[config.mk]
export PLATFORM = sky130hd
export DESIGN_NAME = lss_top
export DESIGN_NICKNAME = d
export VERILOG_FILES = /design/src/verilog/lss_pkg.sv /design/src/verilog/lss_top.sv
export SDC_FILE = /design/constraint.sdc
export NUM_CORES = 1
export LEC_CHECK = 0
export BUFFER_PORTS_ARGS = -buffer_cell sky130_fd_sc_hd__buf_4
export CAP_MARGIN = 20
export CORE_ASPECT_RATIO = 0.5
export CORE_UTILIZATION = 40
export CTS_CLUSTER_DIAMETER = 120
export CTS_CLUSTER_SIZE = 40
export DETAILED_ROUTE_END_ITERATION = 12
export GPL_TIMING_DRIVEN = 0
export MAX_ROUTING_LAYER = met4
export PLACE_DENSITY_LB_ADDON = 0.25
export SYNTH_ARGS = -nofsm -noshare
export SYNTH_HDL_FRONTEND = slang
export SYNTH_SLANG_ARGS = --single-unit
[constraint.sdc]
create_clock -name sys_clk -period 9.3 [get_ports sys_clk]
set_clock_uncertainty 0.2 [all_clocks]
set_input_delay 1.395 -clock sys_clk [delete_from_list [all_inputs] [get_ports sys_clk]]
set_output_delay 1.395 -clock sys_clk [all_outputs]
set_load 0.01 [all_outputs]
[src/verilog/lss_pkg.sv]
package lss_pkg;

  // ---------------------------------------------------------------
  // Transfer sizes and sequencer states
  // ---------------------------------------------------------------
  typedef enum logic [1:0] {LSS_SZ_BYTE, LSS_SZ_HALF, LSS_SZ_WORD} lss_size_t;
  typedef enum logic {LSS_ST_IDLE, LSS_ST_WAIT} lss_state_t;

  // ---------------------------------------------------------------
  // Register map (APB byte addresses)
  // ---------------------------------------------------------------
  localparam logic [11:0] LSS_OFF_CTRL   = 12'h000;
  localparam logic [11:0] LSS_OFF_LIMIT  = 12'h004;
  localparam logic [11:0] LSS_OFF_STATUS = 12'h008;
  localparam logic [11:0] LSS_OFF_COUNT  = 12'h00c;

  // Control fields
  localparam int          LSS_CTRL_EN_BIT   = 0;
  localparam int          LSS_CTRL_PW_LSB   = 1;
  localparam int          LSS_CTRL_PW_MSB   = 2;
  localparam logic [31:0] LSS_CTRL_RESET    = 32'h0000_0005;
  localparam logic [31:0] LSS_LIMIT_RESET   = 32'h0001_0000;

  // Status fields
  localparam int          LSS_ST_BUSY_BIT   = 0;
  localparam int          LSS_ST_ERR_BIT    = 1;
  localparam int          LSS_ST_TGT_BIT    = 2;
  localparam int          LSS_ST_CFG_LSB    = 4;
  localparam logic [15:0] LSS_COUNT_RESET   = 16'h0000;

  // ---------------------------------------------------------------
  // Carriers
  // ---------------------------------------------------------------
  // Lane 0 is bits 31:24 (lowest byte address); byte_en[3] selects lane 0
  typedef struct packed {
    logic [31:0] addr;
    logic [3:0]  byte_en;
    logic [31:0] wdata;
    logic        addr_strobe;
    logic        read_strobe;
    logic        write_strobe;
  } lss_mem_req_t;

  typedef struct packed {
    logic        valid;
    logic        wr;
    lss_size_t   size;
    logic [31:0] addr;
    logic [31:0] wdata;
  } lss_core_req_t;

  typedef struct packed {
    logic        done;
    logic        err;
    logic [31:0] rdata;
  } lss_core_rsp_t;

endpackage

[src/verilog/lss_top.sv]
`timescale 1ns/1ns
// What this block does
// RL1: Byte/half/word steering to word, half, byte devices
// RL2: Refuse transfers wider than addressed device
// RL3: Lane selects from size and low address bits
// RL4: Loads right-justify byte/halfword, word keeps lane order
// RL5: Stores replicate byte/halfword onto selected lanes
// RL6: Left-justified narrow slaves only partly handled: width checked, lanes still follow the address
// RL7: Data side port enables as build parameters
// RL8: Instruction side port enables as build parameters
// RL9: Local-bus writes complete every two clocks
// RL10: Single-cycle back-to-back reads when done same cycle
// RL11: Memory is big-endian, MSB at lowest address
// RL12: Byte accesses unaffected by byte ordering
// RL13: Address strobe high only in first cycle
// RL14: Read/write strobe falls after done, same type excepted
// RL15: Memory side done ends transfer, validates read data
// RL16: Write data held until cycle after done
// RL17: Unfilled load bits zero-extended
module lss_top #(
  parameter bit data_side_periph_bus_en  = 1'b1,
  parameter bit data_side_local_mem_en   = 1'b1,
  parameter bit instr_side_periph_bus_en = 1'b1,
  parameter bit instr_side_local_mem_en  = 1'b1
) (
  input  wire logic                  sys_clk,
  input  wire logic                  rst_b,
  input  wire logic [11:0]           paddr,
  input  wire logic                  psel,
  input  wire logic                  penable,
  input  wire logic                  pwrite,
  input  wire logic [31:0]           pwdata,
  output logic      [31:0]           prdata,
  output logic                       pready,
  output logic                       pslverr,
  input  wire lss_pkg::lss_core_req_t core_req,
  output logic                       core_req_ack,
  output lss_pkg::lss_core_rsp_t     core_rsp,
  output lss_pkg::lss_mem_req_t      lmb_req,
  input  wire logic [31:0]           lmb_rdata,
  input  wire logic                  data_xfer_done,
  output lss_pkg::lss_mem_req_t      pb_req,
  input  wire logic [31:0]           pb_rdata,
  input  wire logic                  pb_xfer_done
);

  // ---------------------------------------------------------------
  // Lane decode helpers
  // ---------------------------------------------------------------
  // Lane selects; byte_en[3] is lane 0 at the lowest byte address
  function automatic logic [3:0] lane_sel(input lss_pkg::lss_size_t sz, input logic [1:0] a);
    logic [3:0] be;
    be = 4'h0;
    case (sz)
      lss_pkg::LSS_SZ_BYTE: be = 4'h8 >> a;                           // [RL3]
      lss_pkg::LSS_SZ_HALF: be = a[1] ? 4'h3 : 4'hc;                  // [RL3]
      default:              be = 4'hf;                                // [RL3]
    endcase
    return be;
  endfunction

  // Aligned and not wider than the device behind the port
  function automatic logic req_ok(input lss_pkg::lss_size_t sz, input logic [1:0] a,
                                  input logic [1:0] dev_w);
    logic ok;
    ok = 1'b1;
    case (sz)
      lss_pkg::LSS_SZ_BYTE: ok = 1'b1;
      lss_pkg::LSS_SZ_HALF: ok = ~a[0] && (dev_w != 2'(lss_pkg::LSS_SZ_BYTE));
      default:              ok = (a == 2'b00) && (dev_w == 2'(lss_pkg::LSS_SZ_WORD));
    endcase
    return ok;
  endfunction

  // ---------------------------------------------------------------
  // State and register declarations
  // ---------------------------------------------------------------
  lss_pkg::lss_state_t   state_reg;
  lss_pkg::lss_state_t   state_next;
  lss_pkg::lss_mem_req_t mem_reg;
  lss_pkg::lss_mem_req_t mem_next;
  lss_pkg::lss_size_t    size_reg;
  logic                  tgt_reg;        // 1: peripheral port
  logic [31:0]           ctrl_reg;
  logic [31:0]           limit_reg;
  logic                  err_reg;
  logic                  err_next;
  logic [15:0]           count_reg;
  logic [31:0]           rd_mux;
  logic                  rd_hit;

  // ---------------------------------------------------------------
  // Request qualification
  // ---------------------------------------------------------------
  wire        ctrl_en    = ctrl_reg[lss_pkg::LSS_CTRL_EN_BIT];
  wire [1:0]  pb_width   = ctrl_reg[lss_pkg::LSS_CTRL_PW_MSB:lss_pkg::LSS_CTRL_PW_LSB];
  wire        in_wait    = (state_reg == lss_pkg::LSS_ST_WAIT);
  // Completion from the port that owns the transfer
  wire        cur_done   = in_wait && (tgt_reg ? pb_xfer_done : data_xfer_done);     // [RL15]
  wire [31:0] cur_rdata  = tgt_reg ? pb_rdata : lmb_rdata;
  // Port choice: address below the limit goes local if both ports exist
  wire        below_lim  = core_req.addr < limit_reg;
  wire        new_tgt    = data_side_local_mem_en
                           ? (data_side_periph_bus_en && !below_lim) : 1'b1;          // [RL7]
  // Local memory is word wide; peripheral width is set by software
  wire [1:0]  dev_width  = new_tgt ? pb_width : 2'(lss_pkg::LSS_SZ_WORD);
  wire        legal      = req_ok(core_req.size, core_req.addr[1:0], dev_width);      // [RL1] [RL2] [RL6]
  // Next request taken when idle or in the cycle its predecessor completes;
  // a refused one waits for idle so its answer never merges with a completion
  wire        chain_ok   = cur_done && legal;                                         // [RL9] [RL10]
  wire        take       = core_req.valid && ctrl_en && (!in_wait || chain_ok);     // [RL9] [RL10]
  wire        issue      = take && legal;
  wire        refuse     = take && !legal;                                            // [RL2]
  wire [3:0]  new_be     = lane_sel(core_req.size, core_req.addr[1:0]);

  // ---------------------------------------------------------------
  // Store steering: lane 0 is bits 31:24
  // ---------------------------------------------------------------
  // Byte lanes hold the same value either ordering, only wider items move
  wire [31:0] st_byte    = {4{core_req.wdata[7:0]}};                                  // [RL5] [RL12]
  wire [31:0] st_half    = {2{core_req.wdata[15:0]}};                                 // [RL5] [RL11]
  wire [31:0] st_data    = (core_req.size == lss_pkg::LSS_SZ_BYTE) ? st_byte :
                           (core_req.size == lss_pkg::LSS_SZ_HALF) ? st_half :
                           core_req.wdata;                                            // [RL5] [RL11]

  // ---------------------------------------------------------------
  // Load steering
  // ---------------------------------------------------------------
  logic [7:0] rd_lane [4];
  genvar gi;
  generate
    for (gi = 0; gi < 4; gi++) begin : g_lane
      // Lane gi sits at byte address gi, most significant first
      assign rd_lane[gi] = cur_rdata[31 - 8*gi -: 8];                                 // [RL11]
    end
  endgenerate

  wire [1:0]  lo_addr    = mem_reg.addr[1:0];
  wire [31:0] ld_byte    = {24'h00_0000, rd_lane[lo_addr]};                           // [RL4] [RL17] [RL12]
  wire [31:0] ld_half    = lo_addr[1] ? {16'h0000, rd_lane[2], rd_lane[3]}
                                      : {16'h0000, rd_lane[0], rd_lane[1]};           // [RL4] [RL17]
  wire [31:0] ld_data    = (size_reg == lss_pkg::LSS_SZ_BYTE) ? ld_byte :
                           (size_reg == lss_pkg::LSS_SZ_HALF) ? ld_half :
                           cur_rdata;                                                 // [RL4]

  // ---------------------------------------------------------------
  // Sequencer next state
  // ---------------------------------------------------------------
  always_comb begin
    state_next = state_reg;
    mem_next   = mem_reg;
    // Strobe marks only the first cycle of a transfer
    mem_next.addr_strobe = 1'b0;                                                      // [RL13]
    if (issue) begin
      state_next           = lss_pkg::LSS_ST_WAIT;
      mem_next.addr        = core_req.addr;
      mem_next.byte_en     = new_be;                                                  // [RL3]
      mem_next.wdata       = st_data;
      mem_next.addr_strobe = 1'b1;                                                    // [RL13]
      // Same-type follow-on keeps its strobe high, other type swaps
      mem_next.read_strobe  = !core_req.wr;                                           // [RL14]
      mem_next.write_strobe = core_req.wr;                                            // [RL14]
    end else if (cur_done) begin
      state_next            = lss_pkg::LSS_ST_IDLE;
      // Strobes fall after done; write data stays until the next transfer
      mem_next.read_strobe  = 1'b0;                                                   // [RL14] [RL16]
      mem_next.write_strobe = 1'b0;                                                   // [RL14]
    end
  end

  // ---------------------------------------------------------------
  // Sequencer registers
  // ---------------------------------------------------------------
  always_ff @(posedge sys_clk or negedge rst_b) begin
    if (!rst_b) begin
      state_reg <= lss_pkg::LSS_ST_IDLE;
      mem_reg   <= '0;
      size_reg  <= lss_pkg::LSS_SZ_WORD;
      tgt_reg   <= 1'b0;
    end else begin
      state_reg <= state_next;
      mem_reg   <= mem_next;
      if (issue) begin
        size_reg <= core_req.size;
        tgt_reg  <= new_tgt;
      end
    end
  end

  // ---------------------------------------------------------------
  // Port outputs: strobes go only to the owning port
  // ---------------------------------------------------------------
  wire next_tgt  = issue ? new_tgt : tgt_reg;
  // Owner of the transfer in the next cycle
  wire lmb_owns  = !next_tgt;
  wire pb_owns   = next_tgt;

  // Local memory port: address, lanes and data copied, strobes gated
  always_ff @(posedge sys_clk or negedge rst_b) begin
    if (!rst_b) begin
      lmb_req <= '0;
    end else begin
      lmb_req              <= mem_next;
      lmb_req.addr_strobe  <= mem_next.addr_strobe && lmb_owns;   // [RL13]
      lmb_req.read_strobe  <= mem_next.read_strobe && lmb_owns;   // [RL14]
      lmb_req.write_strobe <= mem_next.write_strobe && lmb_owns;  // [RL14]
    end
  end

  // Peripheral port: same copy, strobes only while it owns the transfer
  always_ff @(posedge sys_clk or negedge rst_b) begin
    if (!rst_b) begin
      pb_req <= '0;
    end else begin
      pb_req               <= mem_next;
      pb_req.addr_strobe   <= mem_next.addr_strobe && pb_owns;    // [RL13]
      pb_req.read_strobe   <= mem_next.read_strobe && pb_owns;    // [RL14]
      pb_req.write_strobe  <= mem_next.write_strobe && pb_owns;   // [RL14]
    end
  end

  // ---------------------------------------------------------------
  // Core answer
  // ---------------------------------------------------------------
  // Acceptance pulse registered on the edge that took the request
  always_ff @(posedge sys_clk or negedge rst_b) begin
    if (!rst_b) begin
      core_req_ack <= 1'b0;
    end else begin
      core_req_ack <= take;
    end
  end

  // Completion or refusal answer, one pulse per taken request
  always_ff @(posedge sys_clk or negedge rst_b) begin
    if (!rst_b) begin
      core_rsp     <= '0;
    end else begin
      // Refusals answer one cycle after the take, with no port activity
      core_rsp.done  <= cur_done || refuse;
      core_rsp.err   <= refuse && !cur_done;                                          // [RL2]
      // Read data latched on the edge done is sampled
      if (cur_done && !mem_reg.write_strobe) begin
        core_rsp.rdata <= ld_data;                                                    // [RL15] [RL4]
      end
    end
  end

  // ---------------------------------------------------------------
  // APB slave: one wait state, then pready
  // ---------------------------------------------------------------
  wire apb_access = psel && penable;
  wire apb_fire   = apb_access && pready;
  wire apb_wr     = apb_fire && pwrite;

  // Read decode
  always_comb begin
    rd_mux = 32'h0000_0000;
    rd_hit = 1'b1;
    if (paddr == lss_pkg::LSS_OFF_CTRL) begin
      rd_mux = ctrl_reg;
    end else if (paddr == lss_pkg::LSS_OFF_LIMIT) begin
      rd_mux = limit_reg;
    end else if (paddr == lss_pkg::LSS_OFF_STATUS) begin
      rd_mux[lss_pkg::LSS_ST_BUSY_BIT] = in_wait;
      rd_mux[lss_pkg::LSS_ST_ERR_BIT]  = err_reg;
      rd_mux[lss_pkg::LSS_ST_TGT_BIT]  = tgt_reg;
      // Build configuration visible to software
      rd_mux[lss_pkg::LSS_ST_CFG_LSB +: 4] = {instr_side_local_mem_en, instr_side_periph_bus_en,
                                              data_side_local_mem_en, data_side_periph_bus_en}; // [RL7] [RL8]
    end else if (paddr == lss_pkg::LSS_OFF_COUNT) begin
      rd_mux = {16'h0000, count_reg};
    end else begin
      rd_hit = 1'b0;
    end
  end

  // Sticky refusal flag: a new refusal beats a same-cycle clear
  always_comb begin
    err_next = err_reg;
    if (apb_wr && (paddr == lss_pkg::LSS_OFF_STATUS) && pwdata[lss_pkg::LSS_ST_ERR_BIT]) begin
      err_next = 1'b0;
    end
    if (refuse) begin
      err_next = 1'b1;                                                                // [RL2]
    end
  end

  // First access cycle: the one wait state before pready
  wire apb_first  = apb_access && !pready;

  // Bus handshake: pready for one cycle after the wait state
  always_ff @(posedge sys_clk or negedge rst_b) begin
    if (!rst_b) begin
      pready  <= 1'b0;
      pslverr <= 1'b0;
    end else begin
      pready  <= apb_first;
      pslverr <= apb_first && !rd_hit;
    end
  end

  // Read data stands with pready and is zero otherwise
  always_ff @(posedge sys_clk or negedge rst_b) begin
    if (!rst_b) begin
      prdata <= 32'h0000_0000;
    end else begin
      prdata <= (apb_first && !pwrite) ? rd_mux : 32'h0000_0000;
    end
  end

  // Software registers
  always_ff @(posedge sys_clk or negedge rst_b) begin
    if (!rst_b) begin
      ctrl_reg  <= lss_pkg::LSS_CTRL_RESET;
      limit_reg <= lss_pkg::LSS_LIMIT_RESET;
    end else begin
      // Only enable and peripheral width are kept
      if (apb_wr && (paddr == lss_pkg::LSS_OFF_CTRL)) begin
        ctrl_reg <= {29'h0000_0000, pwdata[lss_pkg::LSS_CTRL_PW_MSB:0]};
      end
      if (apb_wr && (paddr == lss_pkg::LSS_OFF_LIMIT)) begin
        limit_reg <= pwdata;
      end
    end
  end

  // Sticky refusal flag register
  always_ff @(posedge sys_clk or negedge rst_b) begin
    if (!rst_b) begin
      err_reg <= 1'b0;
    end else begin
      err_reg <= err_next;                // [RL2]
    end
  end

  // Completed transfers, wrapping at the top
  always_ff @(posedge sys_clk or negedge rst_b) begin
    if (!rst_b) begin
      count_reg <= lss_pkg::LSS_COUNT_RESET;
    end else if (cur_done) begin
      count_reg <= count_reg + 16'h0001;
    end
  end

endmodule // lss_top

# After elaboration in Yosys (flattened, before gate mapping)
# Cells that the tools add are included.
# classes
mux,34
n_shift,1
n_reduce_logical,45
n_bitwise,2
eq_ne,6
order_cmp,2
addsub,1
# ops
op,n
$mux W32,8
$lt A32 B32 Y1,1
$mux W16,2
$logic_and A1 B1 Y1,26
$eq A12 B4 Y1 const B,2
$mux W24,1
$add A16 B1 Y16 const B,1
$bmux W8 S2,1
$mux W8,2
$eq A12 B3 Y1 const B,1
$logic_not A12 Y1,1
$mux W1,12
$logic_not A1 Y1,10
$mux W4,2
$pmux W4 S2,1
$logic_not A2 Y1,3
$mux W2,3
$reduce_bool A2 Y1,3
$eq A2 B1 Y1 const B,2
$shr A4 B2 Y4 const A,1
$ge A3 B3 Y1 const B,1
$mux W3,1
$not A2 Y3,1
$eq A2 B2 Y1 const B,1
3 further kinds,4
# totals
input_bits,183
reg_bits,201
out_inout_bits,211
elab_cells,116

# Longest topological paths before layout
# logic_depth
word_depth,12
mapped_depth,10
ltp_nobuf,9

# Worst setup path after synthesis
# Ideal clock, no wire load.
# synth_path
path_type,input to register
start,input port core_req[55] in the netlist's numbering
end,register pb_req[12] in the netlist's numbering
required_time_ns,8.975
path_buffers,1
setup_slack_ns,5.346
stages,8
arrival_time_ns,3.629
setup_ns,0.125
path_cell_list,ha_1 -> a21oi_1 -> o21ai_0 -> a22oi_1 -> or4b_2 -> o31ai_4 -> buf_6 -> mux2_2
# synth_via
elab_chain_cells,9
elab_cells_between_ends,11
classes_between,1 x order compare; 1 x eq/ne; 2 x mux; 7 x reduce/logical
# synth_rtl
item,line_no,source
"start, declared",lss_top.sv:36,"input wire lss_pkg::lss_core_req_t core_req,"
$lt A32 B32 Y1 (*),lss_top.sv:102,wire below_lim = core_req.addr < limit_reg;
$mux W2 (*),lss_top.sv:106,wire [1:0] dev_width = new_tgt ? pb_width : 2'(lss_pkg::LSS_SZ_WORD);
$eq A2 B2 Y1 / $reduce_bool A2 Y1 (equally long branches),"lss_top.sv:70, lss_top.sv:69",
"$logic_and A1 B1 Y1, on equally long branches","lss_top.sv:70, lss_top.sv:69",
$pmux W1 S2 (*),lss_top.sv:67,case (sz)
$logic_and A1 B1 Y1,lss_top.sv:110,wire chain_ok = cur_done && legal;
$logic_or A1 B1 Y1,lss_top.sv:111,wire take = core_req.valid && ctrl_en && (!in_wait || chain_ok);
$logic_and A1 B1 Y1,lss_top.sv:111,
$logic_and A1 B1 Y1 (*),lss_top.sv:112,wire issue = take && legal;
"end signal, assigned",lss_top.sv:215,pb_req <= mem_next;
"end, declared",lss_top.sv:42,"output lss_pkg::lss_mem_req_t pb_req,"
# Every way passes the cells marked *; elsewhere a longest branch is shown, timed or not.
# A chain may end at the register's enable or synchronous reset.

# Final worst setup path
# layout_path
start,input port core_req[62] in the netlist's numbering
end,register pb_req[49] in the netlist's numbering
# Same word-level chain as after synthesis.

==> flow_metrics.tcl <==
set metrics [dict create \
    top_register "pb_req" \
    antenna_cells 0 \
    slew_viol_final 0 \
    slowest_stage "or4b_2" \
    fin_hold_ws_ns 0.302 \
    max_freq_ghz 0.247 \
    insertion_delay_ns 0.49 \
    stdcell_area_sq_um 14700 \
    dpl_cell_area_sq_um 14400 \
    viasPerCell 5.11 \
    vdd_ir_drop_max_mv 0.103 \
    drive_gt1_frac 0.497 \
    die_h_um 119 \
    pin_count 394 \
    antenna_found_initial 0 \
    cts_tree "yes" \
    yosysMostFrequentCell "dfrtp_1" \
    synth.cell_area_sq_um 11000 \
    cpLargestDelayFamily "simple AND/OR/NAND/NOR gates" \
    htreeDepth 1 \
    avgSynthCellArea_sq_um 11.1 \
    synth_seq_cells 201 \
    route.met3.wl_mm 1.68 \
    ys_seq_area_frac 0.459 \
    synth_top_area_frac 0.449 \
    cp.arrival_ns 4.23 \
    rows 42 \
    synth_area_leaders "dfrtp_1 45%, mux2_2 10%, buf_4 9.3%" \
    dieArea_sq_um 28200 \
    drt-met1-wl_mm 15.1 \
    status "completed" \
    cts_resized 0 \
    async_reset_ff_frac 1.00 \
    synth_edf_count 0 \
    ys.warnings.count 0 \
    detail_route.wl_per_cell_um 19.8 \
    die_w_um 236 \
    clk_path_buf_depth 3 \
    clock_sinks 201 \
    coreArea_sq_um 26700 \
    vias 8925 \
    grt_overflow 0 \
    synth_common_cells "197 x dfrtp_1, 136 x buf_4, 115 x nand2_1, 98 x mux2_2, 80 x o21ai_0" \
    timing.final.ws_setup_ns 5.25 \
    min_path_type "flop to flop" \
    p_per_area_nw_per_um2 103 \
    final_util 0.550 \
    routed_wirelength_mm 34.6 \
    top_layer_used "met4" \
    area_growth_pct 33.6 \
    multi_input_area_sq_um 4530 \
    post-cts-setup-buffer-count 0 \
    crit_type "input pin to flop" \
    period_share 0.435 \
    worst_pin_slew_ns 1.04 \
    portBuffers 392 \
    syn_nets 1204 \
    synth_area_leader_cell "dfrtp_1" \
    max_stage_delay_ns 0.75 \
    cts_made_buffers 9 \
    rsz0062_at_grt "no" \
    dp_hpwl_mm 27.8 \
    grt_pass1_vias 8866 \
    top_regs "pb_req: 71 flops, core_rsp: 34 flops" \
    cts_root_buf "clkbuf_16" \
    hold_buffers 0 \
    p_leak_nw 7.66 \
    ys_types 49 \
    drtIter0Drc 523 \
    end_kind "flop" \
    cap_violations 0 \
    first_pass_iters 5 \
    place_ws_ns 4.70 \
    grt_max_degree 113 \
    critical_path_peak_fanout 10 \
    period_needed_ns 4.05 \
    start_kind "input pin" \
    fin_nets 1610 \
    slew_headroom 0.307 \
    synth_ff_type "dfrtp_1" \
    clk_pin_slew_ns 0.15 \
    fillers 2378 \
    drc 0 \
    largest_reg_flops 71 \
    grt_pass1_wl_mm 51.8 \
    rrSetupSlack_ns 5.86 \
    hold_violations 0 \
    crit_required_ns 9.48 \
    crit_chain "buf_4 > ha_1 > nand4_1 > or4_1 > a21oi_1 > or4b_2 > o31ai_4 > buf_6 > mux2_2" \
    setup_viol 0 \
    gp_congestion 0.939 \
    fin_setup_tns_ns 0 \
    ant_nets 0 \
    grt_usage 0.247 \
    start_util 0.411 \
    crit_buf_inv 2 \
    synthCells 989 \
    wl_met2_mm 17.2 \
    final-seq-area_sq_um 5030 \
]
report_power, final:
part	internal, mW	leakage (nW)	switching (mW)
sequential	0.876	2.63	0.00134
clock	0.186	0.125	0.287
combinational	0.0852	4.91	0.0763
final timing paths:
check	from	cells past startpoint	to
hold reg to reg	pready	1	pready
max in group asynchronous	rst_b	2	limit_reg[4]
setup / recovery	core_req[62]	9	pb_req[49]
hold / removal	pready	1	pready
min in group asynchronous	rst_b	1	core_rsp[10]
setup reg to reg	limit_reg[30]	9	pb_req[49]
layout make-up:
| cell class | instances | area share |
|---|---|---|
| flip-flops and latches | 201 | 0.343 |
| clock inverters | 1 | 0.00205 |
| clock buffers | 11 | 0.0159 |
| inverters | 40 | 0.0102 |
| repair buffers | 395 | 0.204 |
| multi-input cells | 564 | 0.309 |
| well taps | 352 | 0.0300 |
| plain buffers | 184 | 0.0862 |
cell usage in the layout, fill, tap and decap left out, types with 4 or more instances in the layout:
master,instances
nor2b_1,6
dfstp_2,4
clkbuf_1,32
nor4_1,5
nand2b_1,7
a22o_1,8
nand2_1,115
mux2_2,98
nor2_1,24
buf_2,4
nor3_1,21
a21o_1,4
a311oi_1,4
inv_1,40
mux2_1,6
a21oi_1,22
nand3_1,15
a31oi_1,5
mux4_2,35
buf_6,8
mux2i_1,26
o21ai_0,80
buf_1,7
clkbuf_16,9
xnor2_1,12
nand4_1,7
ha_1,32
dfrtp_1,197
buf_4,528
logic make-up (layout without fill, tap and decap cells):
| logic type | after synthesis | in the layout | synth area share |
|---|---|---|---|
| buf+inv | 224 | 631 | 0.129 |
| simple gates | 212 | 212 | 0.0858 |
| flops | 201 | 201 | 0.459 |
| mux | 165 | 165 | 0.202 |
| compound gates | 140 | 140 | 0.0762 |
| fa+ha+maj | 32 | 32 | 0.0365 |
| xor+xnor | 15 | 15 | 0.0120 |
per-layer routing:
metal,up-vias,global-route usage
met5,-,-
met4,0,0.0524
met3,40,0.0338
met2,273,0.410
li1,4110,-
met1,4502,0.325
through the flow:
stage	total power, mW	instances
global route	1.57	1748
global placement	1.05	1733
detailed placement	1.05	1735
CTS	1.52	1747
floorplan	0.943	989
finish	1.51	1748
Note: power is estimated with default switching activity, not from simulation.
